**src/inc/fault_pkg.sv**
```systemverilog
// Contract
// Single output fault switches that module off; the code does so only under display only and normal operation
// Normal mode: fault switches whole group off
// Group holds at most ten output modules
// Emergency off: output fault drops safety enable
// Display only: show slot code, keep enable
// Double or bus fault drops enable otherwise
// Central module fault always drops its enable
// Input fault forces inputs zero, keeps enable
// Emergency shutdown variable always drops enable
// Display only never drops enable for outputs
// Normal mode adds enable drop when needed
// Shared bus: drop both central enables
// Redundant buses: drop only related enable
// Slots 1-7 first bus, 8-13 second
// Removed enables and switch-offs stay latched
package fault_pkg;
  localparam int NUM_SLOTS         = 13;    // I/O slots 1..13
  localparam int NUM_BUSES         = 2;     // Buses, also central modules
  localparam int NUM_GROUPS        = 4;     // Shutdown groups held
  localparam int FIRST_BUS_SLOTS   = 7;     // Slots 1..7 sit on first bus
  localparam logic [3:0] MAX_GROUP_MEMBERS = 4'ha;  // Ten members at most
  localparam int ADDR_W            = 8;     // Byte address width
  localparam int NUM_IRQ           = 5;     // Interrupt events

  typedef logic [NUM_SLOTS-1:0] slot_mask_t;
  localparam slot_mask_t BUS0_SLOTS = 13'h007f;  // Slots 1..7
  localparam slot_mask_t BUS1_SLOTS = 13'h1f80;  // Slots 8..13
  localparam slot_mask_t ALL_SLOTS  = 13'h1fff;

  // Register byte offsets
  localparam logic [ADDR_W-1:0] OFF_CTRL     = 8'h00;
  localparam logic [ADDR_W-1:0] OFF_RESTART  = 8'h04;
  localparam logic [ADDR_W-1:0] OFF_GROUP0   = 8'h10;
  localparam logic [ADDR_W-1:0] OFF_STATUS   = 8'h20;
  localparam logic [ADDR_W-1:0] OFF_SWOFF    = 8'h24;
  localparam logic [ADDR_W-1:0] OFF_INZERO   = 8'h28;
  localparam logic [ADDR_W-1:0] OFF_ERRDISP  = 8'h2c;
  localparam logic [ADDR_W-1:0] OFF_IRQ_STAT = 8'h30;
  localparam logic [ADDR_W-1:0] OFF_IRQ_MASK = 8'h34;

  // Control register fields
  localparam int CTRL_MODE_LSB  = 0;   // 2 bits
  localparam int CTRL_TOPO_LSB  = 2;   // 2 bits
  localparam int CTRL_ESTOP_LSB = 4;   // 2 bits, one per central module
  localparam int RESTART_BIT    = 0;

  // Interrupt bits
  localparam int IRQ_ENABLE_DROP = 0;
  localparam int IRQ_MODULE_OFF  = 1;
  localparam int IRQ_INPUT_ZERO  = 2;
  localparam int IRQ_ERR_DISPLAY = 3;
  localparam int IRQ_GROUP_OVF   = 4;

  // Error display codes
  localparam logic [1:0] ERR_NONE   = 2'h0;
  localparam logic [1:0] ERR_DOUBLE = 2'h1;
  localparam logic [1:0] ERR_BUS0   = 2'h2;
  localparam logic [1:0] ERR_BUS1   = 2'h3;

  typedef enum logic [1:0] {
    MODE_DISPLAY = 2'b00,
    MODE_NORMAL  = 2'b01,
    MODE_EMERG   = 2'b10,
    MODE_RSVD    = 2'b11
  } react_mode_e;

  typedef enum logic [1:0] {
    TOPO_MONO      = 2'b00,
    TOPO_SHARED    = 2'b01,
    TOPO_REDUNDANT = 2'b10,
    TOPO_RSVD      = 2'b11
  } topo_e;

  // Fault reports from the modules, one bit per slot or bus
  typedef struct packed {
    slot_mask_t           out_single;
    slot_mask_t           out_double;
    slot_mask_t           in_fault;
    logic [NUM_BUSES-1:0] bus_fault;
    logic [NUM_BUSES-1:0] central_fault;
  } fault_rpt_s;

  // Bus status display entry
  typedef struct packed {
    logic       valid;
    logic [1:0] code;
    logic [3:0] slot;
  } err_disp_s;

  localparam int RPT_W = $bits(fault_rpt_s);
endpackage : fault_pkg

```
**src/core/fault_shutdown_ctrl.sv**
```systemverilog
`timescale 1ns/1ns
// Fault reaction controller: decides switch-offs and safety enables
module fault_shutdown_ctrl (
  input  wire logic                       clk_sys,
  input  wire logic                       reset,
  input  wire logic [fault_pkg::ADDR_W-1:0] avs_address,
  input  wire logic                       avs_read,
  input  wire logic                       avs_write,
  input  wire logic [31:0]                avs_writedata,
  input  wire logic [3:0]                 avs_byteenable,
  output logic      [31:0]                avs_readdata,
  output logic                            avs_waitrequest,
  input  wire fault_pkg::fault_rpt_s      fault_pins,
  output logic [fault_pkg::NUM_BUSES-1:0] safety_enable_signal,
  output fault_pkg::slot_mask_t           module_off,
  output fault_pkg::slot_mask_t           input_zero,
  output fault_pkg::err_disp_s            err_display,
  output logic                            irq
);
  import fault_pkg::*;

  // Synchronised fault reports
  // Every fault pin is a level from another module and may change at any
  // time, so nothing reads the raw pins before the second flop
  fault_rpt_s                         flt;
  logic [RPT_W-1:0]                   flt_vec;

  // Software state
  // Written over the register bus; a change takes effect on the next edge
  // Reset leaves normal operation, one bus and no groups
  react_mode_e                        mode_q;      // Reaction parameter
  topo_e                              topo_q;      // Redundancy variant
  logic [NUM_BUSES-1:0]               estop_q;     // Emergency shutdown variable
  slot_mask_t [NUM_GROUPS-1:0]        grp_q;       // Group membership
  logic [NUM_IRQ-1:0]                 irq_mask_q;
  logic [NUM_IRQ-1:0]                 irq_stat_q;
  logic [NUM_IRQ-1:0]                 irq_stat_d;

  // Latched reaction state
  // Each latch only moves toward the safe side until a restart write;
  // a recovering fault must never re-energise an output by itself
  logic [NUM_BUSES-1:0]               enable_q;
  logic [NUM_BUSES-1:0]               enable_d;
  slot_mask_t                         off_q;
  slot_mask_t                         off_d;
  slot_mask_t                         zero_q;
  slot_mask_t                         zero_d;
  err_disp_s                          err_q;
  err_disp_s                          err_d;
  logic [NUM_GROUPS-1:0]              ovf_q;       // Previous overflow, for edge

  // Bus slave state
  // Waitrequest rests high so that every access costs exactly two cycles
  logic                               wait_q;
  logic [31:0]                        rdata_q;
  logic                               irq_q;

  pin_sync #(
    .W (RPT_W)
  ) u_sync (
    .clk_sys (clk_sys),
    .reset   (reset),
    .din     (fault_pins),
    .dout    (flt_vec)
  );
  assign flt = fault_rpt_s'(flt_vec);

  // Bus decode; a request is taken when it meets a low waitrequest
  // Byte lanes mask the write data, so a partial write clears other lanes
  // Unmapped writes decode to nothing and are dropped
  wire        req        = avs_read | avs_write;
  wire        acc        = req && !wait_q;
  wire        wr         = acc && avs_write;
  wire [31:0] be_mask    = {{8{avs_byteenable[3]}}, {8{avs_byteenable[2]}},
                            {8{avs_byteenable[1]}}, {8{avs_byteenable[0]}}};
  wire [31:0] wbits      = avs_writedata & be_mask;
  wire        hit_ctrl   = avs_address == OFF_CTRL;
  wire        hit_rst    = avs_address == OFF_RESTART;
  wire        hit_status = avs_address == OFF_STATUS;
  wire        hit_swoff  = avs_address == OFF_SWOFF;
  wire        hit_zero   = avs_address == OFF_INZERO;
  wire        hit_err    = avs_address == OFF_ERRDISP;
  wire        hit_istat  = avs_address == OFF_IRQ_STAT;
  wire        hit_imask  = avs_address == OFF_IRQ_MASK;
  wire        restart    = wr && hit_rst && wbits[RESTART_BIT];
  wire [NUM_IRQ-1:0] irq_clr = (wr && hit_istat) ? wbits[NUM_IRQ-1:0] : '0;

  // Mode decode; reserved mode treated as the strictest reaction
  // Emergency off is the fallback, so a corrupted mode word errs toward
  // dropping the enable rather than keeping outputs live
  wire disp   = mode_q == MODE_DISPLAY;
  wire norm   = mode_q == MODE_NORMAL;
  wire emerg  = !disp && !norm;
  wire redund = topo_q == TOPO_REDUNDANT;
  wire shared = topo_q == TOPO_SHARED;

  // Output modules judged faulty; loss of supply arrives as single fault
  // Single and double faults both mark the module as faulty here; the
  // difference only matters for the enable decision and the error display below
  wire slot_mask_t out_flt = flt.out_single | flt.out_double;

  // Module switch-off under display only or normal operation
  wire slot_mask_t mod_off = (disp || norm) ? out_flt : '0;

  // Group shutdown, active only under normal operation
  // The expander is purely combinational, so group members switch off in
  // the same cycle as the faulty module itself
  slot_mask_t            grp_off;
  logic [NUM_GROUPS-1:0] grp_ovf;
  group_shutdown_block u_grp (
    .enable    (norm),
    .members   (grp_q),
    .faulted   (out_flt),
    .group_off (grp_off),
    .overflow  (grp_ovf)
  );

  // Slots whose fault needs the enable removed; none under display only
  // Under normal operation only a double fault counts, since a single fault
  // is already handled by the module's own shutdown
  wire slot_mask_t slot_kill = emerg ? out_flt :
                               norm  ? flt.out_double : '0;
  wire [NUM_BUSES-1:0] bus_kill = disp ? '0 : flt.bus_fault;

  // Slot to bus mapping; with one bus every slot counts toward bus 0
  // In the shared variant the bus 0 result feeds both central modules
  // Slots outside 1 to 13 do not exist, so no bit is left unmapped
  wire slot_mask_t b0_slots = redund ? BUS0_SLOTS : ALL_SLOTS;
  wire kill_b0 = bus_kill[0] | (|(slot_kill & b0_slots));
  wire kill_b1 = redund && (bus_kill[1] | (|(slot_kill & BUS1_SLOTS)));

  // Bus kill to central modules; input faults never take part
  // Central faults and the emergency variable bypass the mode decode
  // An input fault only forces its inputs to zero
  wire [NUM_BUSES-1:0] topo_kill = redund ? {kill_b1, kill_b0} :
                                   shared ? {2{kill_b0}} :
                                            {1'b0, kill_b0};
  wire [NUM_BUSES-1:0] cu_kill = topo_kill | flt.central_fault |
                                 estop_q;

  // Display entry: first double-faulted slot, else the faulty bus
  // Only one entry is shown; with several double faults the lowest slot
  // wins and the rest stay visible in the switch-off register
  function automatic logic [3:0] first_slot(input slot_mask_t m);
    logic [3:0] s;
    s = 4'h0;
    for (int i = NUM_SLOTS - 1; i >= 0; i--) begin
      if (m[i]) begin
        s = 4'(i + 1);
      end
    end
    return s;
  endfunction : first_slot

  // Display errors exist only under display only; other modes drop enables
  wire err_set = disp && ((|flt.out_double) || (|flt.bus_fault));

  // Next display value; a new fault overwrites, restart clears
  // A fault present in the restart cycle is shown again at once
  always_comb begin
    err_d = restart ? '0 : err_q;
    if (err_set) begin
      err_d.valid = 1'b1;
      if (|flt.out_double) begin
        err_d.code = ERR_DOUBLE;
        err_d.slot = first_slot(flt.out_double);
      end else if (flt.bus_fault[0]) begin
        err_d.code = ERR_BUS0;
        err_d.slot = 4'h0;
      end else begin
        err_d.code = ERR_BUS1;
        err_d.slot = 4'h0;
      end
    end
  end

  // Latches: restart releases them, a standing fault wins over restart
  // Restart alone cannot re-energise a module whose fault still stands
  // Input zeroing latches too, so a flickering input module stays at zero
  assign enable_d = (restart ? {NUM_BUSES{1'b1}} : enable_q) & ~cu_kill;
  assign off_d    = (restart ? '0 : off_q) | mod_off | grp_off;
  assign zero_d   = (restart ? '0 : zero_q) | flt.in_fault;

  // Events set sticky bits; a set in the clearing cycle survives
  // Display errors raise their event in every cycle the fault is present
  // Clearing and setting in one cycle keeps the bit set
  wire [NUM_IRQ-1:0] irq_ev;
  assign irq_ev[IRQ_ENABLE_DROP] = |(enable_q & ~enable_d);
  assign irq_ev[IRQ_MODULE_OFF]  = |(off_d & ~off_q);
  assign irq_ev[IRQ_INPUT_ZERO]  = |(zero_d & ~zero_q);
  assign irq_ev[IRQ_ERR_DISPLAY] = err_set;
  assign irq_ev[IRQ_GROUP_OVF]   = |(grp_ovf & ~ovf_q);
  assign irq_stat_d = (irq_stat_q & ~irq_clr) | irq_ev;

  // Read mux; unmapped addresses read as zero
  // Group registers sit at consecutive words and are decoded last
  logic [31:0] rmux;
  always_comb begin
    rmux = 32'h0;
    if (hit_ctrl) begin
      rmux[CTRL_MODE_LSB +: 2]          = mode_q;
      rmux[CTRL_TOPO_LSB +: 2]          = topo_q;
      rmux[CTRL_ESTOP_LSB +: NUM_BUSES] = estop_q;
    end else if (hit_status) begin
      rmux[NUM_BUSES-1:0] = enable_q;
    end else if (hit_swoff) begin
      rmux[NUM_SLOTS-1:0] = off_q;
    end else if (hit_zero) begin
      rmux[NUM_SLOTS-1:0] = zero_q;
    end else if (hit_err) begin
      rmux[$bits(err_disp_s)-1:0] = err_q;
    end else if (hit_istat) begin
      rmux[NUM_IRQ-1:0] = irq_stat_q;
    end else if (hit_imask) begin
      rmux[NUM_IRQ-1:0] = irq_mask_q;
    end else begin
      for (int g = 0; g < NUM_GROUPS; g++) begin
        if (avs_address == OFF_GROUP0 + ADDR_W'(4 * g)) begin
          rmux[NUM_SLOTS-1:0] = grp_q[g];
        end
      end
    end
  end

  // Slave handshake: one wait cycle, answer on the next edge
  // Read data is captured while waitrequest is still high, so it is
  // registered and stable at the completing edge
  always_ff @(posedge clk_sys) begin
    if (reset) begin
      wait_q  <= 1'b1;
      rdata_q <= 32'h0;
    end else begin
      wait_q  <= !(req && wait_q);
      if (req && wait_q) begin
        rdata_q <= rmux;
      end
    end
  end

  // Control register; a write mid-fault takes effect next cycle
  // Mode, topology and emergency bits share one word, written together
  // The mask register shares this process but has its own address
  always_ff @(posedge clk_sys) begin
    if (reset) begin
      mode_q     <= MODE_NORMAL;
      topo_q     <= TOPO_MONO;
      estop_q    <= '0;
      irq_mask_q <= '0;
    end else if (wr && hit_ctrl) begin
      mode_q  <= react_mode_e'(wbits[CTRL_MODE_LSB +: 2]);
      topo_q  <= topo_e'(wbits[CTRL_TOPO_LSB +: 2]);
      estop_q <= wbits[CTRL_ESTOP_LSB +: NUM_BUSES];
    end else if (wr && hit_imask) begin
      irq_mask_q <= wbits[NUM_IRQ-1:0];
    end
  end

  // Group membership registers, one per group
  // An oversized group is kept as written but ignored by the expander
  for (genvar g = 0; g < NUM_GROUPS; g++) begin : g_reg
    wire hit_g = avs_address == OFF_GROUP0 + ADDR_W'(4 * g);
    always_ff @(posedge clk_sys) begin
      if (reset) begin
        grp_q[g] <= '0;
      end else if (wr && hit_g) begin
        grp_q[g] <= wbits[NUM_SLOTS-1:0];
      end
    end
  end

  // Reaction latches and interrupt state
  // The interrupt output changes at the same edge as the status
  // Overflow history is kept only to raise its event on the rising edge
  always_ff @(posedge clk_sys) begin
    if (reset) begin
      enable_q   <= {NUM_BUSES{1'b1}};
      off_q      <= '0;
      zero_q     <= '0;
      err_q      <= '0;
      ovf_q      <= '0;
      irq_stat_q <= '0;
      irq_q      <= 1'b0;
    end else begin
      enable_q   <= enable_d;
      off_q      <= off_d;
      zero_q     <= zero_d;
      err_q      <= err_d;
      ovf_q      <= grp_ovf;
      irq_stat_q <= irq_stat_d;
      irq_q      <= |(irq_stat_d & irq_mask_q);
    end
  end

  // Outputs straight from flops
  // No output passes through logic after its flop, keeping their timing
  // independent of the bus and fault logic
  assign avs_waitrequest      = wait_q;
  assign avs_readdata         = rdata_q;
  assign safety_enable_signal = enable_q;
  assign module_off           = off_q;
  assign input_zero           = zero_q;
  assign err_display          = err_q;
  assign irq                  = irq_q;
endmodule : fault_shutdown_ctrl

```
**src/core/pin_sync.sv**
```systemverilog
`timescale 1ns/1ns
// Two-stage synchroniser for asynchronous fault pins
module pin_sync #(
  parameter int W = 1
) (
  input  wire logic         clk_sys,
  input  wire logic         reset,
  input  wire logic [W-1:0] din,
  output logic      [W-1:0] dout
);
  logic [W-1:0] meta_q;   // First stage, read only by second stage

  // Plain double flop; no logic looks at the first stage
  always_ff @(posedge clk_sys) begin
    if (reset) begin
      meta_q <= '0;
      dout   <= '0;
    end else begin
      meta_q <= din;
      dout   <= meta_q;
    end
  end
endmodule : pin_sync

```
**src/core/group_shutdown_block.sv**
```systemverilog
`timescale 1ns/1ns
// Expands a faulty output module to its whole shutdown group
module group_shutdown_block (
  input  wire logic                                       enable,
  input  wire fault_pkg::slot_mask_t [fault_pkg::NUM_GROUPS-1:0] members,
  input  wire fault_pkg::slot_mask_t                      faulted,
  output fault_pkg::slot_mask_t                           group_off,
  output logic [fault_pkg::NUM_GROUPS-1:0]                overflow
);
  import fault_pkg::*;

  slot_mask_t chain [NUM_GROUPS+1];   // Running OR across groups

  // Counts members of one group
  function automatic logic [3:0] count_ones(input slot_mask_t m);
    logic [3:0] n;
    n = 4'h0;
    for (int i = 0; i < NUM_SLOTS; i++) begin
      n = n + {3'h0, m[i]};
    end
    return n;
  endfunction : count_ones

  assign chain[0] = '0;

  // One evaluator per group
  for (genvar g = 0; g < NUM_GROUPS; g++) begin : g_grp
    wire too_many = count_ones(members[g]) > MAX_GROUP_MEMBERS;
    wire hit      = |(members[g] & faulted);
    // Oversized group is refused outright rather than partly honoured
    assign overflow[g]  = too_many;
    assign chain[g + 1] = chain[g] |
                          ((enable && hit && !too_many) ? members[g] : '0);
  end

  assign group_off = chain[NUM_GROUPS];
endmodule : group_shutdown_block

```
**config.mk**
```make
export PLATFORM = sky130hd
export DESIGN_NAME = fault_shutdown_ctrl
export DESIGN_NICKNAME = d
export VERILOG_FILES = /design/src/inc/fault_pkg.sv /design/src/core/fault_shutdown_ctrl.sv /design/src/core/pin_sync.sv /design/src/core/group_shutdown_block.sv
export SDC_FILE = /design/constraint.sdc
export NUM_CORES = 1
export LEC_CHECK = 0
export BUFFER_PORTS_ARGS = -buffer_cell sky130_fd_sc_hd__buf_2
export CAP_MARGIN = 10
export CORE_MARGIN = 2
export CORE_UTILIZATION = 55
export DETAILED_ROUTE_END_ITERATION = 6
export PLACE_DENSITY_LB_ADDON = 0.12
export SLEW_MARGIN = 15
export SYNTH_ARGS = -nofsm -noshare
export SYNTH_HDL_FRONTEND = slang
export SYNTH_SLANG_ARGS = --single-unit
```
**constraint.sdc**
```tcl
create_clock -name clk_sys -period 14.57 [get_ports clk_sys]
set_clock_uncertainty 0.1 [all_clocks]
set_input_delay 0.7285 -clock clk_sys [delete_from_list [all_inputs] [get_ports clk_sys]]
set_output_delay 0.7285 -clock clk_sys [all_outputs]
set_load 0.01 [all_outputs]
```
==> results of run 1 <==
==> power by group through the flow <==
| stage | Sequential (mW) | Combinational [mW] | Clock (mW) |
|---|---|---|---|
| 2_1_floorplan | 0.615 | 0.0587 | 0 |
| 3_3_place_gp | 0.619 | 0.0908 | 0 |
| 3_5_place_dp | 0.619 | 0.0914 | 0 |
| 4_1_cts | 0.607 | 0.0917 | 0.607 |
| 5_1_grt | 0.609 | 0.102 | 0.631 |
| 6_report | 0.608 | 0.0928 | 0.602 |
==> final cells by class <==
class                   count  area, um2
inverters                  85        319
clock buffers              31        654
fillers                  1573       6490
clock inverters             9        140
flip-flops and latches    208       4160
multi-input cells         842       5200
repair buffers            125        647
well taps                 229        287
==> flip-flops by register name (all words and copies together) (netlist names) <==
signal                cells
grp_q                    52
u_sync.meta_q            43
estop_q                   2
irq_mask_q                5
avs_readdata             13
irq                       1
avs_waitrequest           1
safety_enable_signal      2
mode_q                    2
u_sync.dout              43
irq_stat_q                5
module_off               13
ovf_q                     4
topo_q                    2
input_zero               13
err_display               7
==> worst max-delay path, cell delays in order (launching register included) <==
cell and delay (ns):
dfxtp_1 0.47, ha_1 0.28, inv_1 0.07, fa_1 0.43, fa_1 0.52, fa_1 0.43
fa_1 0.50, inv_1 0.05, ha_1 0.21, fa_1 0.54, nand2_1 0.05, o2bb2ai_1 0.12
o21ai_0 0.25, a21oi_1 0.31, a222oi_1 0.57, a31oi_1 0.19, or4_1 0.56, nor3_2 0.33
a41oi_1 0.18
==> per-layer routing <==
layer	share of wire	track usage	wire length (um)
met1	0.41	0.444	13100
met2	0.45	0.513	14300
met3	0.10	0.0698	3290
met4	0.036	0.120	1130
met5	0	0	0
==> cell usage after synthesis (20+ instances only) <==
library cell,number
a21oi_1,105
buf_4,20
clkbuf_1,50
nand2_1,67
nor2b_1,92
nor2_1,210
ha_1,28
dfxtp_1,208
inv_1,85
o21ai_0,73
fa_1,28
==> cell families (layout without fill, tap and decap cells) <==
| family | after synthesis | after routing |
|---|---|---|
| AND/OR/NAND/NOR | 442 | 442 |
| AO/OA/AOI/OAI | 309 | 309 |
| flip-flops | 208 | 208 |
| buffers and inverters | 161 | 250 |
| adder cells (fa/ha/maj) | 56 | 56 |
| multiplexers | 12 | 12 |
| XOR/XNOR | 4 | 4 |
| other | 1 | 19 |
==> final timing paths <==
kind | from | to | depth (start not counted)
setup / recovery | grp_q[14] | irq | 18
hold / removal | fault_pins[9] | u_sync.meta_q[9] | 2
setup reg to reg | grp_q[14] | irq | 18
hold reg to reg | u_sync.meta_q[35] | u_sync.dout[35] | 1
==> metrics by stage <==
step                      std cells  area (um2)   util  power [mW]  hold WS (ns)
after floorplan                1211       10100      -       0.674         0.314
after global placement         1489       10600  0.593       0.710         0.316
after detailed placement       1489       10600  0.593       0.711         0.320
after CTS                      1529       11400  0.638        1.31         0.308
after global routing           1529       11400  0.638        1.34         0.313
final                          1529       11400  0.638        1.30         0.307
==> qor.txt, run 1 <==
outcome - finished with violations
failing checks - design-rule violations
postcts setup bufs - 0
initial antenna violation count - 0
sequential fraction of the synthesis area - 0.416
post-route ant nets - 0
DR pass1 iterations - 7
Critical Path RT - 14.83 ns
share of cells above drive strength 1 - 0.148
Fin Setup TNS - 0 ns
Clk pin slew, worst setup/hold paths - 0.06 ns
largest net degree at the start of global routing - 114
number of synthesized register bits - 208
EDFF count, synth - 0
ranking of synthesized cells by area - dfxtp_1, nor2_1, nor2b_1
Syn Std Cell Area - 0.0100 mm2
Root Buffer - clkbuf_16
CTS Buf Count - 22
mux cell area share after synthesis - 0.0121
Final Slew Violations - 0
Worst-Skew Late Latency - 0.53 ns
Post-CTS Hold Buffers - 0
Final min period - 6.32 ns
Internal Power - 0.992 mW
Vert. Die Dim - 139 um
main combinational cell family by area after synthesis - simple AND/OR/NAND/NOR gates
I/O pin cnt - 160
# rows - 49
clock power share - 0.462
VDD IR max - 0.000110 V
GRT overflow - 0
YS warnings - 0
die area - 0.0193 mm2
Max-slew headroom - 0.134
Layout Area Growth over Synthesis - 13.9%
Synth Area in Compound Gates - 0.195
Synth Instances - 1,193
Total Wirelength - 31,900 um
Switching Fraction - 0.238
Setup CP Type - reg2reg
Synth Area in XOR/XNOR - 0.00350
PortBufs - 119
CTS resizes - 0
Tcrit/Tclk final - 0.434
Synth area leader - dfxtp_1
# DRC - 3
CTS tree - yes
WL per Instance - 20.8 um
GP Congestion - 1.01
CP max FO - 13
Starting DRT DRC Count - 1,011
final hold violations - 0
commonest non-fill, non-tap cell in the layout - nor2_1
vias in the first global route - 8,405
FMAX - 158 MHz
Initial Utilization - 0.560
Async SR Flop Fraction - 0
share of total power in combinational logic - 0.071
clock tree sinks - 208
first-pass GRT wire length - 48,700 um
leading cell types in the layout, fill and taps excluded - nor2_1, dfxtp_1, buf_2
worst slack, placed - 8.38 ns
vias per inst - 5.86
CP startpoint kind - flip-flop
post-synthesis adder-cell area fraction - 0.0909
CTS max path bufs - 3
final setup fails - 0
Total GRT Usage - 0.326
Pwr per Cell Area - 114 mW/mm2
Netlist cell types - 71
syn avg cell area - 8.40 um2
Hold Crit Class - in2reg
ant diodes - 0
Seq pwr share - 0.467
via count - 8,953
Leakage Power - 4.70 nW
setup slack after layout - 8.25 ns
dpl hpwl - 23,200 um
switching pwr - 0.310 mW
Core Area - 0.0179 mm2
simple-gate share of the synthesized area - 0.210
RSZ-0062 raised after global routing - false
CP Data Arrival Time - 6.58 ns
predominant post-synthesis flop cell - dfxtp_1
post-synth top area share - 0.416
register-to-register setup slack - 8.25 ns
nets@finish - 1,431
DIE WIDTH - 139 um
Worst-Margin Slew - 1.30 ns
H-Tree Depth - 1
CP endpoint kind - flip-flop
Max-Cap Viols - 0
Note: power is estimated with default switching activity, not from simulation.
==> run 2: changes to the inputs <==
--- a/config.mk
+++ b/config.mk
@@ -8,7 +8,7 @@
 export BUFFER_PORTS_ARGS = -buffer_cell sky130_fd_sc_hd__buf_2
 export CAP_MARGIN = 10
 export CORE_MARGIN = 2
-export CORE_UTILIZATION = 55
+export CORE_UTILIZATION = 51
 export DETAILED_ROUTE_END_ITERATION = 6
 export PLACE_DENSITY_LB_ADDON = 0.12
 export SLEW_MARGIN = 15
==> constraint.sdc (replaced) <==
create_clock -name clk_sys -period 5.8 [get_ports clk_sys]
set_clock_uncertainty 0.1 [all_clocks]
set_input_delay 0.29 -clock clk_sys [delete_from_list [all_inputs] [get_ports clk_sys]]
set_output_delay 0.29 -clock clk_sys [all_outputs]
set_load 0.01 [all_outputs]
==> qor.txt, run 2 (synthesized netlist as in run 1, its figures left out) <==
outcome - finished with violations
failing checks - design-rule violations
worst hold slack - 0.0446 ns (-0.263 ns)
Largest regs - grp_q x52, u_sync.dout x43, u_sync.meta_q x43
initial antenna violation count - 0 (unchanged)
reg-to-reg startpoint - grp_q[14]
PortBufs - 119 (unchanged)
CP Data Arrival Time - 5.91 ns (-0.67 ns)
commonest non-fill, non-tap cell in the layout - nor2_1
share of cells above drive strength 1 - 0.175 (+0.0268)
Total GRT Usage - 0.323 (-0.00267)
Max-Cap Viols - 0 (unchanged)
ant diodes - 0 (unchanged)
hold path depth - 3 (+1)
GRT overflow - 0 (unchanged)
Root Buffer - clkbuf_16
H-Tree Depth - 1 (unchanged)
Vert. Die Dim - 144 um (+3.7%)
Worst-Margin Slew - 1.19 ns (-0.112 ns)
die area - 0.0208 mm2 (+7.6%)
largest net degree at the start of global routing - 129 (+13%)
CP endpoint kind - flip-flop
final setup fails - 0 (unchanged)
Largest Register - grp_q
CTS Buf Count - 23 (+4.5%)
Critical Path RT - 6.09 ns (-8.74 ns)
GP Congestion - 1.00 (-0.99%)
post-route ant nets - 0 (unchanged)
vias per inst - 5.75 (-1.8%)
Pwr per Cell Area - 272 mW/mm2 (+140%)
FMAX - 178 MHz (+12%)
VDD IR max - 0.000291 V (+160%)
Final min period - 5.62 ns (-0.698 ns)
Setup CP Type - reg2reg
leading cell types in the layout, fill and taps excluded - nor2_1, dfxtp_1, buf_2
reg-to-reg endpoint - irq
dpl hpwl - 24,200 um (+4.6%)
critical path launch point - grp_q[14]
Initial Utilization - 0.517 (-0.0432)
Final Cell Area - 0.0123 mm2 (+7.7%)
clock tree sinks - 208 (unchanged)
Tcrit/Tclk final - 0.969 (+0.535)
Total Wirelength - 34,100 um (+6.9%)
I/O pin cnt - 160 (unchanged)
# rows - 51 (+4.1%)
Worst-Skew Late Latency - 0.53 ns (about the same)
DR pass1 iterations - 7 (unchanged)
max FFs per register - 52 (unchanged)
# DRC - 6 (+3)
CP startpoint kind - flip-flop
FILL cells - 1,688 (+7.3%)
final hold violations - 0 (unchanged)
CP max FO - 4 (-9)
Finished Core Util - 0.634 (-0.00410)
Setup crit end - irq
nets@finish - 1,511 (+5.6%)
Layout Area Growth over Synthesis - 22.6%
vias in the first global route - 8,539 (+1.6%)
register-to-register setup slack - 0.18 ns (-8.07 ns)
Max-slew headroom - 0.207 (+0.0733)
first-pass GRT wire length - 50,300 um (+3.2%)
WL per Instance - 20.7 um (-0.70%)
Leakage Power - 5.09 nW (+8.2%)
DIE WIDTH - 144 um (+3.7%)
Starting DRT DRC Count - 974 (-3.7%)
Final Slew Violations - 0 (unchanged)
FF-to-FF path depth - 20 (+2)
CTS tree - yes
cell area after placement - 0.0109 mm2 (+2.5%)
CTS max path bufs - 3 (unchanged)
via count - 9,461 (+5.7%)
Clk pin slew, worst setup/hold paths - 0.06 ns (about the same)
Hold Crit Class - in2reg
Core Area - 0.0194 mm2 (+8.4%)
## run 2: cell types whose count changed in the layout (fill, tap and decap cells not counted), sizes merged
cell,change
inv,+3
buf,+31
dlygate4sd3,+48
clkinvlp,-1
## run 2: power breakdown
group / internal [mW] / switching [mW]
registers: 1.48 / 0.0492
logic: 0.114 / 0.151
clock network: 0.925 / 0.620
## run 2: how the worst min path moves through the flow
stage / slack (ns) / endpoint / from
after floorplan: 0.31 / u_sync.dout[0] / u_sync.meta_q[0]
after global placement: 0.32 / u_sync.dout[11] / u_sync.meta_q[11]
after detailed placement: 0.32 / u_sync.dout[12] / u_sync.meta_q[12]
after CTS: 0.05 / irq_mask_q[0] / avs_byteenable[0]
after global routing: 0.07 / irq_mask_q[4] / avs_byteenable[0]
final: 0.04 / irq_mask_q[1] / avs_byteenable[0]
## run 2: final cells by class
class / instances / area [um2] / share of cell area
tap: 265 / 332 / 0.0270
clock buffer: 31 / 646 / 0.0525
inverter: 85 / 319 / 0.0260
clock inverter: 11 / 155 / 0.0126
multi-input combinational: 842 / 5310 / 0.432
timing repair buffer: 204 / 1360 / 0.111
sequential: 208 / 4170 / 0.339
## run 2: worst max-delay path, cell delays in order (launching register included)
cell,delay [ns]
dfxtp_4,0.37
ha_4,0.26
inv_2,0.03
fa_1,0.52
fa_1,0.45
fa_1,0.50
fa_1,0.49
inv_1,0.04
ha_2,0.18
fa_1,0.49
nand2_1,0.08
o2bb2ai_2,0.14
o21ai_2,0.22
a21oi_4,0.07
buf_4,0.15
buf_4,0.13
a222oi_1,0.43
and3_1,0.26
o22ai_1,0.13
nor3_4,0.26
a41oi_2,0.15
## run 2: metal layers
metal | part of all wire | vias to the layer above | global-route usage
met4 | 0.050 | 0 | 0.148
met5 | 0 | - | 0
li1 | - | 4396 | -
met3 | 0.10 | 112 | 0.0702
met1 | 0.41 | 4407 | 0.430
met2 | 0.44 | 546 | 0.505
## run 2: through the flow
stage               setup slack (ns)  TNS [ns]  std cells  power, mW
floorplan                      0.634         0       1211       1.69
global placement              0.0283         0       1554       1.79
detailed placement           -0.0641   -0.0886       1554       1.79
CTS                          0.00260         0       1644       3.34
global route                 -0.0310   -0.0310       1646       3.44
finish                         0.180         0       1646       3.34
## run 2: timing repair
| item | CTS | global route |
|---|---|---|
| buffers inserted | 0 | 2 |
| hold buffers | 48 | 0 |
| pin swaps | 0 | 19 |
| endpoints found under the setup margin | 2 | 2 |
| endpoints found under the hold margin | 48 | 0 |
| gates resized for setup | 2 | 25 |
==> run 3: changes to the inputs <==
--- a/config.mk
+++ b/config.mk
@@ -10,6 +10,7 @@
 export CORE_MARGIN = 2
 export CORE_UTILIZATION = 51
 export DETAILED_ROUTE_END_ITERATION = 6
+export GPL_TIMING_DRIVEN = 0
 export PLACE_DENSITY_LB_ADDON = 0.12
 export SLEW_MARGIN = 15
 export SYNTH_ARGS = -nofsm -noshare
==> qor.txt, run 3 (synthesized netlist as in run 1, its figures left out) <==
outcome - finished with violations
failing checks - design-rule violations
Finished Core Util - 0.636 (+0.00200)
die area - 0.0208 mm2 (unchanged)
CP Data Arrival Time - 5.91 ns (about the same)
Tcrit/Tclk final - 0.973 (+0.00433)
H-Tree Depth - 1 (unchanged)
Layout Area Growth over Synthesis - 23.0%
Largest Register - grp_q
Max-Cap Viols - 0 (unchanged)
Starting DRT DRC Count - 966 (-0.82%)
FILL cells - 1,737 (+2.9%)
ant diodes - 0 (unchanged)
PortBufs - 116 (-2.5%)
Worst-Margin Slew - 1.22 ns (+0.0280 ns)
reg-to-reg startpoint - grp_q[13]
Critical Path RT - 6.07 ns (-0.02 ns)
first-pass GRT wire length - 55,900 um (+11%)
nets@finish - 1,551 (+2.6%)
Hold Crit Class - in2reg
Leakage Power - 5.08 nW (-0.14%)
vias in the first global route - 9,133 (+7.0%)
Largest regs - grp_q x52, u_sync.dout x43, u_sync.meta_q x43
Final min period - 5.65 ns (+0.0251 ns)
Worst-Skew Late Latency - 0.51 ns (-0.02 ns)
vias per inst - 5.83 (+1.5%)
Final Slew Violations - 0 (unchanged)
clock tree sinks - 208 (unchanged)
via count - 9,815 (+3.7%)
GP Congestion - 1.02 (+2.1%)
leading cell types in the layout, fill and taps excluded - nor2_1, dfxtp_1, buf_2
reg-to-reg endpoint - irq
Total Wirelength - 38,100 um (+12%)
Final Cell Area - 0.0123 mm2 (+0.32%)
CTS tree - yes
dpl hpwl - 27,800 um (+15%)
final hold violations - 0 (unchanged)
I/O pin cnt - 160 (unchanged)
CP endpoint kind - flip-flop
FF-to-FF path depth - 19 (-5.0%)
WL per Instance - 22.6 um (+9.4%)
Pwr per Cell Area - 260 mW/mm2 (-4.2%)
post-route ant nets - 0 (unchanged)
Vert. Die Dim - 144 um (unchanged)
worst slack, placed - -0.333 ns (-0.269 ns)
commonest non-fill, non-tap cell in the layout - nor2_1
largest net degree at the start of global routing - 15 (-88%)
DIE WIDTH - 144 um (unchanged)
GRT overflow - 0 (unchanged)
VDD IR max - 0.000271 V (-6.9%)
Clk pin slew, worst setup/hold paths - 0.06 ns (about the same)
share of cells above drive strength 1 - 0.170 (-0.00528)
register-to-register setup slack - 0.15 ns (-0.03 ns)
# DRC - 1 (-5)
final setup fails - 0 (unchanged)
setup slack after layout - 0.155 ns (-0.0251 ns)
Initial Utilization - 0.517 (unchanged)
CTS Buf Count - 22 (-4.3%)
critical path launch point - grp_q[13]
Max-slew headroom - 0.183 (-0.0240)
FMAX - 177 MHz (-0.44%)
DR pass1 iterations - 7 (unchanged)
CTS max path bufs - 3 (unchanged)
Total GRT Usage - 0.367 (+0.0433)
CP max FO - 5 (+1)
Core Area - 0.0194 mm2 (unchanged)
max FFs per register - 52 (unchanged)
# rows - 51 (unchanged)
Root Buffer - clkbuf_16
cell area after placement - 0.0110 mm2 (+1.1%)
Setup CP Type - reg2reg
CP startpoint kind - flip-flop
initial antenna violation count - 0 (unchanged)
Setup crit end - irq
==> run 3: cell count changes in the layout (fill, tap and decap cells not counted), moves of 4 or more <==
cell	before	now
dfxtp_1	207	192
dfxtp_2	0	13
buf_6	1	5
clkbuf_1	4	51
buf_4	37	25
==> run 3: per-stage QoR <==
step           instances  hold WS (ns)  total power, mW  setup TNS (ns)
2_1_floorplan       1211         0.314             1.69               0
3_3_place_gp        1592         0.316             1.81          -0.691
3_5_place_dp        1592         0.320             1.81          -0.618
4_1_cts             1680         0.136             3.20               0
5_1_grt             1683         0.185             3.30         -0.0299
6_report            1683         0.143             3.21               0
==> run 3: metal layers <==
metal | GRT usage | vias up | wire length [um]
met1 | 0.463 | 4600 | 14600
met5 | 0 | - | 0
met2 | 0.570 | 602 | 16800
li1 | - | 4473 | -
met3 | 0.107 | 140 | 4240
met4 | 0.193 | 0 | 2410
==> run 3: worst min path at each step <==
stage                            from         endpoint  depth (start not counted)
floorplan            u_sync.meta_q[0]   u_sync.dout[0]                          1
global placement    u_sync.meta_q[12]  u_sync.dout[12]                          1
detailed placement  u_sync.meta_q[21]  u_sync.dout[21]                          1
CTS                 avs_writedata[10]        grp_q[23]                          5
global route        avs_writedata[10]        grp_q[23]                          5
finish              avs_writedata[10]        grp_q[23]                          5
==> run 3: critical path, cell delays in order (launching register included) <==
cell	delay, ns
dfxtp_2	0.43
ha_1	0.26
inv_1	0.07
fa_1	0.42
fa_1	0.51
fa_1	0.42
fa_1	0.49
inv_1	0.04
ha_1	0.21
fa_1	0.54
nand2_1	0.05
o2bb2ai_1	0.13
o21ai_1	0.20
a21oi_1	0.13
a222oi_1	0.34
buf_4	0.18
a31oi_1	0.09
or4_4	0.55
nor3_4	0.21
a41oi_1	0.14
==> run 3: cell type report <==
type / instances / area (um2) / share of cell area
flip-flops and latches: 208 / 4190 / 0.340
well taps: 265 / 332 / 0.0269
plain buffers: 76 / 413 / 0.0335
repair buffers: 169 / 1100 / 0.0891
clock buffers: 32 / 638 / 0.0518
multi-input cells: 842 / 5270 / 0.427
clock inverters: 6 / 70.1 / 0.00568
inverters: 85 / 319 / 0.0259
==> run 3: power by group <==
group	switching, mW	total [mW]	leakage, nW	internal, mW
logic	0.168	0.295	3.02	0.126
clock network	0.580	1.39	0.350	0.808
registers	0.0466	1.52	1.71	1.48
total	0.795	3.21	5.08	2.41
==> run 3: repair_timing <==
| action | in CTS | in global routing |
|---|---|---|
| endpoints found under the hold margin | 48 | 0 |
| resized for setup | 23 | 22 |
| pin swaps | 4 | 10 |
| endpoints found under the setup margin | 2 | 2 |
| buffers inserted | 2 | 3 |
| hold buffers | 48 | 0 |
| cloned | 0 | 0 |
